## config.mk

```make
export PLATFORM = sky130hd
export DESIGN_NAME = trc_top
export DESIGN_NICKNAME = d
export VERILOG_FILES = /design/src/trc_pkg.sv /design/src/trc_rate_counter.sv /design/src/trc_dpram.sv /design/src/trc_top.sv
export SDC_FILE = /design/constraint.sdc
export NUM_CORES = 1
export LEC_CHECK = 0
export ABC_AREA = 0
export ABC_CLOCK_PERIOD_IN_PS = 4500
export BUFFER_PORTS_ARGS = -buffer_cell sky130_fd_sc_hd__buf_2
export CAP_MARGIN = 20
export CELL_PAD_IN_SITES_DETAIL_PLACEMENT = 0
export CELL_PAD_IN_SITES_GLOBAL_PLACEMENT = 1
export CORE_MARGIN = 2
export CORE_UTILIZATION = 46
export DETAILED_ROUTE_END_ITERATION = 6
export PLACE_DENSITY = 0.83
export SLEW_MARGIN = 10
export SYNTH_ARGS = -nofsm -noshare
export SYNTH_HDL_FRONTEND = slang
export SYNTH_HIERARCHICAL = 1
export SYNTH_SLANG_ARGS = --single-unit
```

## constraint.sdc

```tcl
create_clock -name aclk -period 4.5 [get_ports aclk]
set_input_delay 0.9 -clock aclk [delete_from_list [all_inputs] [get_ports aclk]]
set_output_delay 0.9 -clock aclk [all_outputs]
set_load 0.01 [all_outputs]
```

## src/trc_pkg.sv

```systemverilog
// Constants and types shared by the trigger rate counter block
package trc_pkg;
    // ------------------------------------------------------------
    // Timing
    // ------------------------------------------------------------
    localparam int CLK_PERIOD_NS = 5;
    localparam int HALF_SEC_NS = 500_000_000;
    localparam int HALF_SEC_CYC = HALF_SEC_NS / CLK_PERIOD_NS;
    // ------------------------------------------------------------
    // Counters
    // ------------------------------------------------------------
    localparam int NUM_CNT = 5;
    localparam int CNT_W = 16;
    localparam int STORE_STEPS = 6;
    // ------------------------------------------------------------
    // RAM layout, byte index and 16-bit word index
    // ------------------------------------------------------------
    localparam int RAM_BYTES = 32;
    localparam logic [4:0] IDX_ENABLE_LAST = 5'h07;
    localparam logic [4:0] IDX_RATE_FIRST = 5'h08;
    localparam logic [4:0] IDX_RATE_LAST = 5'h11;
    localparam logic [4:0] IDX_DAC_FIRST = 5'h12;
    localparam logic [4:0] IDX_PRESCALE = 5'h1C;
    localparam logic [4:0] IDX_OVF = 5'h1D;
    localparam logic [4:0] IDX_CRC_ERR = 5'h1E;
    localparam logic [4:0] IDX_SPARE = 5'h1F;
    localparam logic [3:0] WORD_RATE_FIRST = 4'h4;
    localparam logic [3:0] WORD_OVF = 4'hE;
    localparam logic [7:0] PRESCALE_RST = 8'h00;
    // ------------------------------------------------------------
    // Own registers, byte addresses
    // ------------------------------------------------------------
    localparam logic [7:0] OFF_IRQ_STAT = 8'h80;
    localparam logic [7:0] OFF_IRQ_MASK = 8'h84;
    localparam logic [7:0] OFF_STATE = 8'h88;
    localparam int IRQ_W = 3;
    localparam int IRQ_STORED = 0;
    localparam int IRQ_OVF = 1;
    localparam int IRQ_RESTART = 2;
    localparam logic [IRQ_W-1:0] IRQ_RST = 3'h0;
    localparam logic [1:0] RESP_OKAY = 2'h0;
    localparam logic [1:0] RESP_DECERR = 2'h3;
    // ------------------------------------------------------------
    // Main state
    // ------------------------------------------------------------
    typedef enum logic [2:0] {
        ST_WAIT_LOCK = 3'h1,
        ST_RUN = 3'h2,
        ST_STORE = 3'h4
    } trc_state_t;
endpackage

```

## src/trc_rate_counter.sv

```systemverilog
// One synchronised, saturating 16-bit trigger counter
`timescale 1ns/1ps
module trc_rate_counter
    import trc_pkg::*;
#(
    parameter int CW = CNT_W
)
(
    input wire logic aclk,
    input wire logic aresetn,
    input wire logic trig,
    input wire logic clear,
    output logic [CW-1:0] count,
    output logic ovf
);
    initial
    begin
        if (CW < 2)
            $error("counter width too small");
    end

    logic s1;
    logic s2;
    logic s3;
    logic level;
    wire agree = (s2 == s3);
    wire rise = agree & s2 & ~level;
    wire at_max = (count == {CW{1'b1}});

    // ------------------------------------------------------------
    // Input sync and edge detect
    // ------------------------------------------------------------
    always_ff @(posedge aclk)
    begin
        if (!aresetn)
        begin
            s1 <= 1'b0;
            s2 <= 1'b0;
            s3 <= 1'b0;
            level <= 1'b0;
        end
        else
        begin
            s1 <= trig;
            s2 <= s1;
            s3 <= s2;
            if (agree)
                level <= s2;
        end
    end

    // ------------------------------------------------------------
    // Count
    // ------------------------------------------------------------
    always_ff @(posedge aclk)
    begin
        if (!aresetn)
        begin
            count <= '0;
            ovf <= 1'b0;
        end
        else if (clear)
        begin
            count <= {{(CW-1){1'b0}}, rise};
            ovf <= 1'b0;
        end
        else if (rise)
        begin
            if (at_max)
                ovf <= 1'b1;
            else
                count <= count + 1'b1;
        end
    end

    a_ovf_holds_max: assert property (@(posedge aclk) disable iff (!aresetn)
        ovf |-> at_max)
        else $error("overflow flag without saturated count");
    a_one_per_edge: assert property (@(posedge aclk) disable iff (!aresetn)
        (!clear && !rise) |=> $stable(count))
        else $error("count moved without a rising edge");
endmodule

```

## src/trc_dpram.sv

```systemverilog
// 32-byte RAM, byte-wide port A and 16-bit port B
`timescale 1ns/1ps
module trc_dpram
    import trc_pkg::*;
(
    input wire logic aclk,
    input wire logic aresetn,
    input wire logic [4:0] a_addr,
    input wire logic a_we,
    input wire logic [7:0] a_din,
    output logic [7:0] a_dout,
    input wire logic [3:0] b_addr,
    input wire logic [1:0] b_we,
    input wire logic [15:0] b_din,
    output logic [15:0] b_dout
);
    logic [7:0] mem [RAM_BYTES];
    wire [4:0] b_lo = {b_addr, 1'b0};
    wire [4:0] b_hi = {b_addr, 1'b1};

    // ------------------------------------------------------------
    // Both ports, read before write
    // ------------------------------------------------------------
    always_ff @(posedge aclk)
    begin
        if (!aresetn)
        begin
            for (int i = 0; i < RAM_BYTES; i++)
                mem[i] <= 8'h00;
            a_dout <= 8'h00;
            b_dout <= 16'h0000;
        end
        else
        begin
            a_dout <= mem[a_addr];
            b_dout <= {mem[b_hi], mem[b_lo]};
            if (a_we)
                mem[a_addr] <= a_din;
            if (b_we[0])
                mem[b_lo] <= b_din[7:0];
            if (b_we[1])
                mem[b_hi] <= b_din[15:8];
        end
    end
endmodule

```

## src/trc_top.sv

```systemverilog
// Trigger rate counter with period timebase, RAM and AXI4-Lite slave
`timescale 1ns/1ps
//
// Contract
// - Four patch counters plus one coincidence counter
// - Counters 16 bits, count until period end
// - Period is (y+1)/2 seconds from prescale
// - Period spans 500 ms to 128 s
// - All five counters share one timing
// - Config change clears counters, restarts period
// - Store only complete uninterrupted periods
// - Exceeding 16 bits sets overflow flag
// - Everything timed by dividing the one clock
// - Operate only after clock ready indication
// - Settings and results live in 32-byte RAM
// - Two ports, byte words and 16-bit words
// - Counts at bytes 8-17, low byte first
// - Result and overflow bytes read-only externally
module trc_top
    import trc_pkg::*;
#(
    parameter int HALF_SEC_CYCLES = HALF_SEC_CYC
)
(
    input wire logic aclk,
    input wire logic aresetn,
    input wire logic [3:0] trig_patch,
    input wire logic trig_coinc,
    input wire logic clk_locked,
    input wire logic [7:0] s_axi_awaddr,
    input wire logic s_axi_awvalid,
    output logic s_axi_awready,
    input wire logic [31:0] s_axi_wdata,
    input wire logic [3:0] s_axi_wstrb,
    input wire logic s_axi_wvalid,
    output logic s_axi_wready,
    output logic [1:0] s_axi_bresp,
    output logic s_axi_bvalid,
    input wire logic s_axi_bready,
    input wire logic [7:0] s_axi_araddr,
    input wire logic s_axi_arvalid,
    output logic s_axi_arready,
    output logic [31:0] s_axi_rdata,
    output logic [1:0] s_axi_rresp,
    output logic s_axi_rvalid,
    input wire logic s_axi_rready,
    output logic irq
);
    localparam int HC_W = $clog2(HALF_SEC_CYCLES);
    localparam logic [HC_W-1:0] HALF_LAST = HC_W'(HALF_SEC_CYCLES - 1);

    initial
    begin
        if (HALF_SEC_CYCLES < 2 * STORE_STEPS)
            $error("half-second count too short for store");
    end

    // ------------------------------------------------------------
    // Address decode functions
    // ------------------------------------------------------------
    function automatic logic addr_mapped(input logic [7:0] a);
        addr_mapped = !a[7] || (a[6:2] <= OFF_STATE[6:2]);
    endfunction

    function automatic logic is_config(input logic [4:0] i);
        is_config = (i <= IDX_ENABLE_LAST) ||
            (i >= IDX_DAC_FIRST && i <= IDX_PRESCALE);
    endfunction

    // ------------------------------------------------------------
    // Declarations
    // ------------------------------------------------------------
    trc_state_t state;
    trc_state_t next_state;
    logic lk1;
    logic lk2;
    logic lk3;
    logic lock_ok;
    logic [HC_W-1:0] half_cnt;
    logic [7:0] per_cnt;
    logic [7:0] prescale;
    logic [2:0] store_idx;
    logic [CNT_W-1:0] cnt [NUM_CNT];
    logic [NUM_CNT-1:0] ovf;
    logic [CNT_W-1:0] snap [NUM_CNT];
    logic [NUM_CNT-1:0] snap_ovf;
    logic [IRQ_W-1:0] irq_stat;
    logic [IRQ_W-1:0] irq_mask;
    logic aw_hold;
    logic w_hold;
    logic [7:0] aw_q;
    logic [7:0] wdata_q;
    logic wstrb_q;
    logic rd_pend;
    logic [7:0] ar_q;
    logic [7:0] ram_a_dout;
    logic [15:0] ram_b_dout;

    // ------------------------------------------------------------
    // Control decode
    // ------------------------------------------------------------
    wire [NUM_CNT-1:0] trig_all = {trig_coinc, trig_patch};
    wire active = (state == ST_RUN) || (state == ST_STORE);
    wire tick = (half_cnt == HALF_LAST);
    wire ar_take = s_axi_arvalid & s_axi_arready;
    wire aw_take = s_axi_awvalid & s_axi_awready;
    wire w_take = s_axi_wvalid & s_axi_wready;
    wire do_write = aw_hold & w_hold & ~s_axi_bvalid & ~ar_take;
    wire [4:0] aw_idx = aw_q[6:2];
    wire wr_ram = do_write & !aw_q[7] & wstrb_q;
    wire ram_a_we = wr_ram & (is_config(aw_idx) || aw_idx == IDX_SPARE);
    wire restart = active & wr_ram & is_config(aw_idx);
    wire period_end = (state == ST_RUN) & tick & (per_cnt == prescale)
        & ~restart;
    wire clr_cnt = ~active | period_end | restart;
    wire store_last = (state == ST_STORE) &&
        (store_idx == 3'(STORE_STEPS - 1));
    wire own_wr = do_write & aw_q[7] & wstrb_q;
    wire stat_wr = own_wr && (aw_q[6:2] == OFF_IRQ_STAT[6:2]);
    wire mask_wr = own_wr && (aw_q[6:2] == OFF_IRQ_MASK[6:2]);
    wire [4:0] ram_a_addr = do_write ? aw_idx : s_axi_araddr[6:2];
    wire store_ovf = (store_idx == 3'(NUM_CNT));
    wire [2:0] snap_sel = store_ovf ? 3'h0 : store_idx;
    wire [3:0] ram_b_addr = (state != ST_STORE) ? WORD_RATE_FIRST :
        store_ovf ? WORD_OVF : WORD_RATE_FIRST + {1'b0, store_idx};
    wire [1:0] ram_b_we = (state != ST_STORE) ? 2'h0 :
        store_ovf ? 2'h2 : 2'h3;
    wire [15:0] ram_b_din = store_ovf ?
        {3'h0, snap_ovf, 8'h00} : snap[snap_sel];
    wire [IRQ_W-1:0] irq_ev = {restart, period_end & (|ovf), store_last};
    wire [IRQ_W-1:0] irq_clr = stat_wr ? wdata_q[IRQ_W-1:0] : IRQ_RST;
    wire [IRQ_W-1:0] next_irq_stat = (irq_stat & ~irq_clr) | irq_ev;
    wire [7:0] own_rd = (ar_q[6:2] == OFF_IRQ_STAT[6:2]) ?
        {5'h00, irq_stat} : (ar_q[6:2] == OFF_IRQ_MASK[6:2]) ?
        {5'h00, irq_mask} : {6'h00, lock_ok, active};
    wire [7:0] rd_byte = !addr_mapped(ar_q) ? 8'h00 :
        ar_q[7] ? own_rd : ram_a_dout;

    always_comb
    begin
        next_state = state;
        case (state)
            ST_WAIT_LOCK:
                if (lock_ok)
                    next_state = ST_RUN;
            ST_RUN:
                if (!lock_ok)
                    next_state = ST_WAIT_LOCK;
                else if (period_end)
                    next_state = ST_STORE;
            ST_STORE:
                if (store_last)
                    next_state = lock_ok ? ST_RUN : ST_WAIT_LOCK;
            default:
                next_state = ST_WAIT_LOCK;
        endcase
    end

    // ------------------------------------------------------------
    // Clock ready sync and main state
    // ------------------------------------------------------------
    always_ff @(posedge aclk)
    begin
        if (!aresetn)
        begin
            lk1 <= 1'b0;
            lk2 <= 1'b0;
            lk3 <= 1'b0;
            lock_ok <= 1'b0;
            state <= ST_WAIT_LOCK;
        end
        else
        begin
            lk1 <= clk_locked;
            lk2 <= lk1;
            lk3 <= lk2;
            if (lk2 == lk3)
                lock_ok <= lk2;
            state <= next_state;
        end
    end

    // ------------------------------------------------------------
    // Period timebase
    // ------------------------------------------------------------
    always_ff @(posedge aclk)
    begin
        if (!aresetn || !active || restart)
        begin
            half_cnt <= '0;
            per_cnt <= 8'h00;
        end
        else
        begin
            half_cnt <= tick ? '0 : half_cnt + 1'b1;
            if (tick)
                per_cnt <= period_end ? 8'h00 : per_cnt + 8'h01;
        end
    end

    // ------------------------------------------------------------
    // Counters and snapshot
    // ------------------------------------------------------------
    generate
        for (genvar g = 0; g < NUM_CNT; g++)
        begin : g_cnt
            trc_rate_counter #(.CW(CNT_W)) u_cnt (
                .aclk(aclk),
                .aresetn(aresetn),
                .trig(trig_all[g]),
                .clear(clr_cnt),
                .count(cnt[g]),
                .ovf(ovf[g])
            );
        end
    endgenerate

    always_ff @(posedge aclk)
    begin
        if (!aresetn)
        begin
            for (int i = 0; i < NUM_CNT; i++)
                snap[i] <= '0;
            snap_ovf <= '0;
            store_idx <= 3'h0;
        end
        else
        begin
            if (period_end)
            begin
                for (int i = 0; i < NUM_CNT; i++)
                    snap[i] <= cnt[i];
                snap_ovf <= ovf;
            end
            store_idx <= (state == ST_STORE) ? store_idx + 3'h1 : 3'h0;
        end
    end

    trc_dpram u_ram (
        .aclk(aclk),
        .aresetn(aresetn),
        .a_addr(ram_a_addr),
        .a_we(ram_a_we),
        .a_din(wdata_q),
        .a_dout(ram_a_dout),
        .b_addr(ram_b_addr),
        .b_we(ram_b_we),
        .b_din(ram_b_din),
        .b_dout(ram_b_dout)
    );

    // ------------------------------------------------------------
    // AXI4-Lite slave, interrupts and prescale shadow
    // ------------------------------------------------------------
    always_ff @(posedge aclk)
    begin
        if (!aresetn)
        begin
            aw_hold <= 1'b0;
            w_hold <= 1'b0;
            aw_q <= 8'h00;
            wdata_q <= 8'h00;
            wstrb_q <= 1'b0;
            s_axi_awready <= 1'b0;
            s_axi_wready <= 1'b0;
            s_axi_bvalid <= 1'b0;
            s_axi_bresp <= RESP_OKAY;
            s_axi_arready <= 1'b0;
            s_axi_rvalid <= 1'b0;
            s_axi_rresp <= RESP_OKAY;
            s_axi_rdata <= 32'h0000_0000;
            rd_pend <= 1'b0;
            ar_q <= 8'h00;
            irq_stat <= IRQ_RST;
            irq_mask <= IRQ_RST;
            irq <= 1'b0;
            prescale <= PRESCALE_RST;
        end
        else
        begin
            if (aw_take)
                aw_q <= s_axi_awaddr;
            if (w_take)
            begin
                wdata_q <= s_axi_wdata[7:0];
                wstrb_q <= s_axi_wstrb[0];
            end
            aw_hold <= (aw_hold | aw_take) & ~do_write;
            w_hold <= (w_hold | w_take) & ~do_write;
            s_axi_awready <= ~((aw_hold | aw_take) & ~do_write);
            s_axi_wready <= ~((w_hold | w_take) & ~do_write);
            if (do_write)
            begin
                s_axi_bvalid <= 1'b1;
                s_axi_bresp <= addr_mapped(aw_q) ? RESP_OKAY : RESP_DECERR;
            end
            else if (s_axi_bready)
                s_axi_bvalid <= 1'b0;
            if (ar_take)
                ar_q <= s_axi_araddr;
            rd_pend <= ar_take;
            s_axi_arready <= ~(ar_take | rd_pend | s_axi_rvalid) |
                (s_axi_rvalid & s_axi_rready);
            if (rd_pend)
            begin
                s_axi_rvalid <= 1'b1;
                s_axi_rdata <= {24'h00_0000, rd_byte};
                s_axi_rresp <= addr_mapped(ar_q) ? RESP_OKAY : RESP_DECERR;
            end
            else if (s_axi_rready)
                s_axi_rvalid <= 1'b0;
            irq_stat <= next_irq_stat;
            if (mask_wr)
                irq_mask <= wdata_q[IRQ_W-1:0];
            irq <= |(next_irq_stat & (mask_wr ? wdata_q[IRQ_W-1:0] :
                irq_mask));
            if (ram_a_we && aw_idx == IDX_PRESCALE)
                prescale <= wdata_q;
        end
    end

    // ------------------------------------------------------------
    // Checks
    // ------------------------------------------------------------
    logic [39:0] per_cyc;

    always_ff @(posedge aclk)
    begin
        if (!aresetn || clr_cnt)
            per_cyc <= 40'h00_0000_0000;
        else
            per_cyc <= per_cyc + 40'h00_0000_0001;
    end

    a_wait_for_lock: assert property (@(posedge aclk) disable iff (!aresetn)
        (state == ST_WAIT_LOCK && !lock_ok) |=> state == ST_WAIT_LOCK)
        else $error("left wait state without clock ready");
    a_store_length: assert property (@(posedge aclk) disable iff (!aresetn)
        (period_end && lock_ok) |=> (state == ST_STORE) [*6]
        ##1 state == ST_RUN)
        else $error("store sequence length wrong");
    a_restart_clears: assert property (@(posedge aclk) disable iff (!aresetn)
        restart |=> half_cnt == '0 && per_cnt == 8'h00 && cnt[0] <= 1)
        else $error("restart did not clear period");
    a_period_cycles: assert property (@(posedge aclk) disable iff (!aresetn)
        period_end |-> per_cyc + 40'h00_0000_0001 ==
        40'(prescale + 1) * 40'(HALF_SEC_CYCLES))
        else $error("period length wrong");
    a_readonly_bytes: assert property (@(posedge aclk) disable iff (!aresetn)
        ram_a_we |-> !(aw_idx >= IDX_RATE_FIRST && aw_idx <= IDX_RATE_LAST)
        && aw_idx != IDX_OVF && aw_idx != IDX_CRC_ERR)
        else $error("external write hit a result byte");
    a_stored_count: assert property (@(posedge aclk) disable iff (!aresetn)
        $fell(state == ST_STORE) |=> ram_b_dout == snap[0])
        else $error("stored count differs from snapshot");
    a_shared_clear: assert property (@(posedge aclk) disable iff (!aresetn)
        period_end |=> cnt[0] <= 1 && cnt[4] <= 1 && ovf == '0)
        else $error("counters not cleared together");
    c_period_stored: cover property (@(posedge aclk) disable iff (!aresetn)
        store_last);
    c_restart: cover property (@(posedge aclk) disable iff (!aresetn)
        restart);
    c_overflow: cover property (@(posedge aclk) disable iff (!aresetn)
        period_end && |ovf);
    c_irq: cover property (@(posedge aclk) disable iff (!aresetn) irq);
endmodule

```

==> summary.md <==
| Metric | Value |
|---|---|
| CP cell instances | `buf_2 -> and2_1 -> or3_1 -> nand2_1 -> nand2_1 -> nand4bb_1 -> o22ai_1 -> nor4_1 -> a21boi_1` |
| Netlist Area Pre-Place | `27,830 um2` |
| Leak | `between 10 and 15 nW` |
| Horiz. Die Dim | `between 200 and 250 um` |
| Vias in the first global route | `19,301` |
| Hold buffers post-CTS | `0` |
| DIE HEIGHT | `approximately 250 um` |
| Largest net degree at the start of global routing | `a little over 80` |
| Nets | `~2,500` |
| Final worst-path cycle share | `between 70% and 80%` |
| Final Max Slew Viols | `0` |
| Fin. Hold Viols | `0` |
| Drt drc | `0` |
| Critical path launch point type | `input port` |
| YS warnings | `6` |
| Critical path arrival | `4.04 ns` |
| Starting Density | `46.28%` |
| H-tree Lvls | `2` |
| Wire length per cell | `21.72 um` |
| Worst Path Max Fanout | `20` |
| Clock Latency Late Sink | `about 0.61 ns` |
| Core area | `~60,000 um2` |
| Power share of the clock group | `between 40% and 50%` |
| Num CTS Buffers | `55` |
| Row count | `90` |
| Root Driver | `clkbuf_16` |
| Post-CTS setup buffer count | `0` |
| Routed Wire Length | `between 70,000 and 80,000 um` |
| Cell mode on critical path | `nand2_1` |
| Worst Setup Path Type | `in2reg` |
| Switching power | `between 2 and 2.5 mW` |
| Critical path buffers and inverters | `1` |
| Crit-path slowest cell | `nor4_1` |
| IO Port Bufs | `~50` |
| # diodes | `0` |
| First-pass GRT wire length | `around 110,000 um` |
| Final Worst Setup Slack | `between 0.9 and 1 ns` |
| P&R area growth vs syn | `9.370%` |
| Pre-Repair DR Iteration Count | `6` |
| Worst Path Required | `roughly 5.0 ns` |
| GRT Overall Usage | `between 20 and 25%` |
| Via count | `approximately 20,000` |
| Detail Route Antenna Nets | `0` |
| Peak Freq | `around 0.28 GHz` |
| CTS Buffer Depth | `3` |
| FILL cells | `5,242` |
| GP Congestion | `between 0.9 and 1` |
| Min Hold Slack | `~0.43 ns` |
| Hold Path Class | `reg2reg` |
| Least-Margin Pin Slew | `1.197 ns` |
| Top delay family on crit path | `simple AND/OR/NAND/NOR gates` |
| Final min period | `approximately 3.6 ns` |
| Initial drt markers | `between 1,500 and 2,000` |
| Switching share of power | `22.30%` |
| Combinational Power Share | `under 10%` |
| Clock slew at reported path FFs | `0.06 ns` |
| Crit-path max cell delay | `roughly 0.69 ns` |
| Mapped Avg Cell Area | `about 11 um2` |
| Post-CTS Resized | `0` |
| CTS tree | `built` |
| Top Ports | `107` |
| Crit. End Element | `flop` |
| Cell count after synthesis | `2,431` |
| Internal | `approximately 8.4 mW` |
| Max VDD drop | `0.2879 mV` |
| TNS Setup | `0 ns` |
| Die ar. | `62,480 um2` |
| Status | `finished clean` |
| Worst clock skew | `0.02367 ns` |
| Hpwl dp | `between 40,000 and 50,000 um` |
| Max_cap viols | `0` |
| Pwr dens | `between 300 and 400 nW/um2` |
| Clk sinks | `~550` |
| Pre-CTS WS | `0.4350 ns` |
| Slew HR | `between 20% and 30%` |
| RSZ-0062 raised after global routing | `no` |
| Grt ovf | `0` |
| Routed vias/inst | `around 6.1` |
| Fraction of layout cells with a size suffix above 1 | `about an eighth` |
| Flop pwr share | `roughly half` |
| Final setup vio count | `0` |
| Initial antenna violation count | `0` |
==> worst paths after layout <==
kind                      from           endpoint  slack (ns)  cells past startpoint
max              s_axi_arvalid    u_ram/a_dout[2]        0.93                      9
max reg2reg      s_axi_arready    u_ram/a_dout[2]        1.01                      8
min          g_cnt[1].u_cnt/s1  g_cnt[1].u_cnt/s2        0.43                      1
min reg2reg  g_cnt[1].u_cnt/s1  g_cnt[1].u_cnt/s2        0.43                      1
==> cell type report <==
cell class / instances / area, um2 / share of cell area [%]
clock buffer: 80 / 1615 / 5.307
clock inverter: 20 / 197.7 / 0.6495
inverter: 14 / 52.55 / 0.1727
multi-input combinational: 1686 / 12450 / 40.92
sequential: 553 / 14430 / 47.42
tap: 782 / 978.4 / 3.215
timing repair buffer: 105 / 704.4 / 2.314
==> metal layers <==
layer / track usage [%] / wire length, um
met5: 0 / 0
met4: 8.914 / 2589
met3: 3.244 / 4676
met2: 36.81 / 33780
met1: 29.13 / 29310
==> sequential cells by signal, indices dropped and copies added, names as in the netlist, 6 cells and up <==
| signal | flops |
|---|---|
| u_ram/mem | 256 |
| g_cnt.u_cnt/count | 80 |
| snap | 80 |
| half_cnt | 27 |
| per_cnt | 8 |
| prescale | 8 |
| s_axi_rdata | 8 |
| u_ram/a_dout | 8 |
| wdata_q | 8 |
| ar_q | 6 |
| aw_q | 6 |
==> per-stage QoR <==
stage	cell area (um2)	util, %	power (mW)	instances
after floorplan	27920	-	6.061	2454
after global placement	28600	47.56	6.252	3138
after detailed placement	28600	47.56	6.271	3138
after CTS	30410	50.57	10.88	3238
after global routing	30440	50.62	11.14	3240
final	30440	50.62	10.81	3240
==> power groups by stage <==
stage | registers (mW) | logic (mW) | clock network (mW)
floorplan | 5.66 | 0.406 | 0
global placement | 5.68 | 0.568 | 0
detailed placement | 5.69 | 0.581 | 0
CTS | 5.58 | 0.583 | 4.72
global route | 5.59 | 0.626 | 4.93
finish | 5.58 | 0.591 | 4.64
==> cell usage in the layout, fill, tap and decap left out, types with 13 or more instances in the layout <==
cell and count:
edfxtp_1 336, a22o_1 257, dfxtp_1 217, nand2_1 180
mux2i_1 176, and2_1 111, nor2_1 67, o22ai_1 66
a21oi_1 61, clkbuf_16 59, nand3_1 57, o21ai_0 52
buf_4 50, buf_2 50, nor2b_1 48, nor2_4 46
nand4_1 40, nand3b_1 35, nand2b_1 27, xor2_1 27
nor4_1 27, or4_1 26, nand4b_1 26, a21boi_0 24
conb_1 24, and3_1 21, and4_1 17, or3_1 16
nor2_2 15, clkbuf_1 15, o211ai_1 15, a31oi_1 15
inv_1 14, xnor2_1 14, ha_1 14, mux2_2 13
Note: power is estimated with default switching activity, not from simulation.
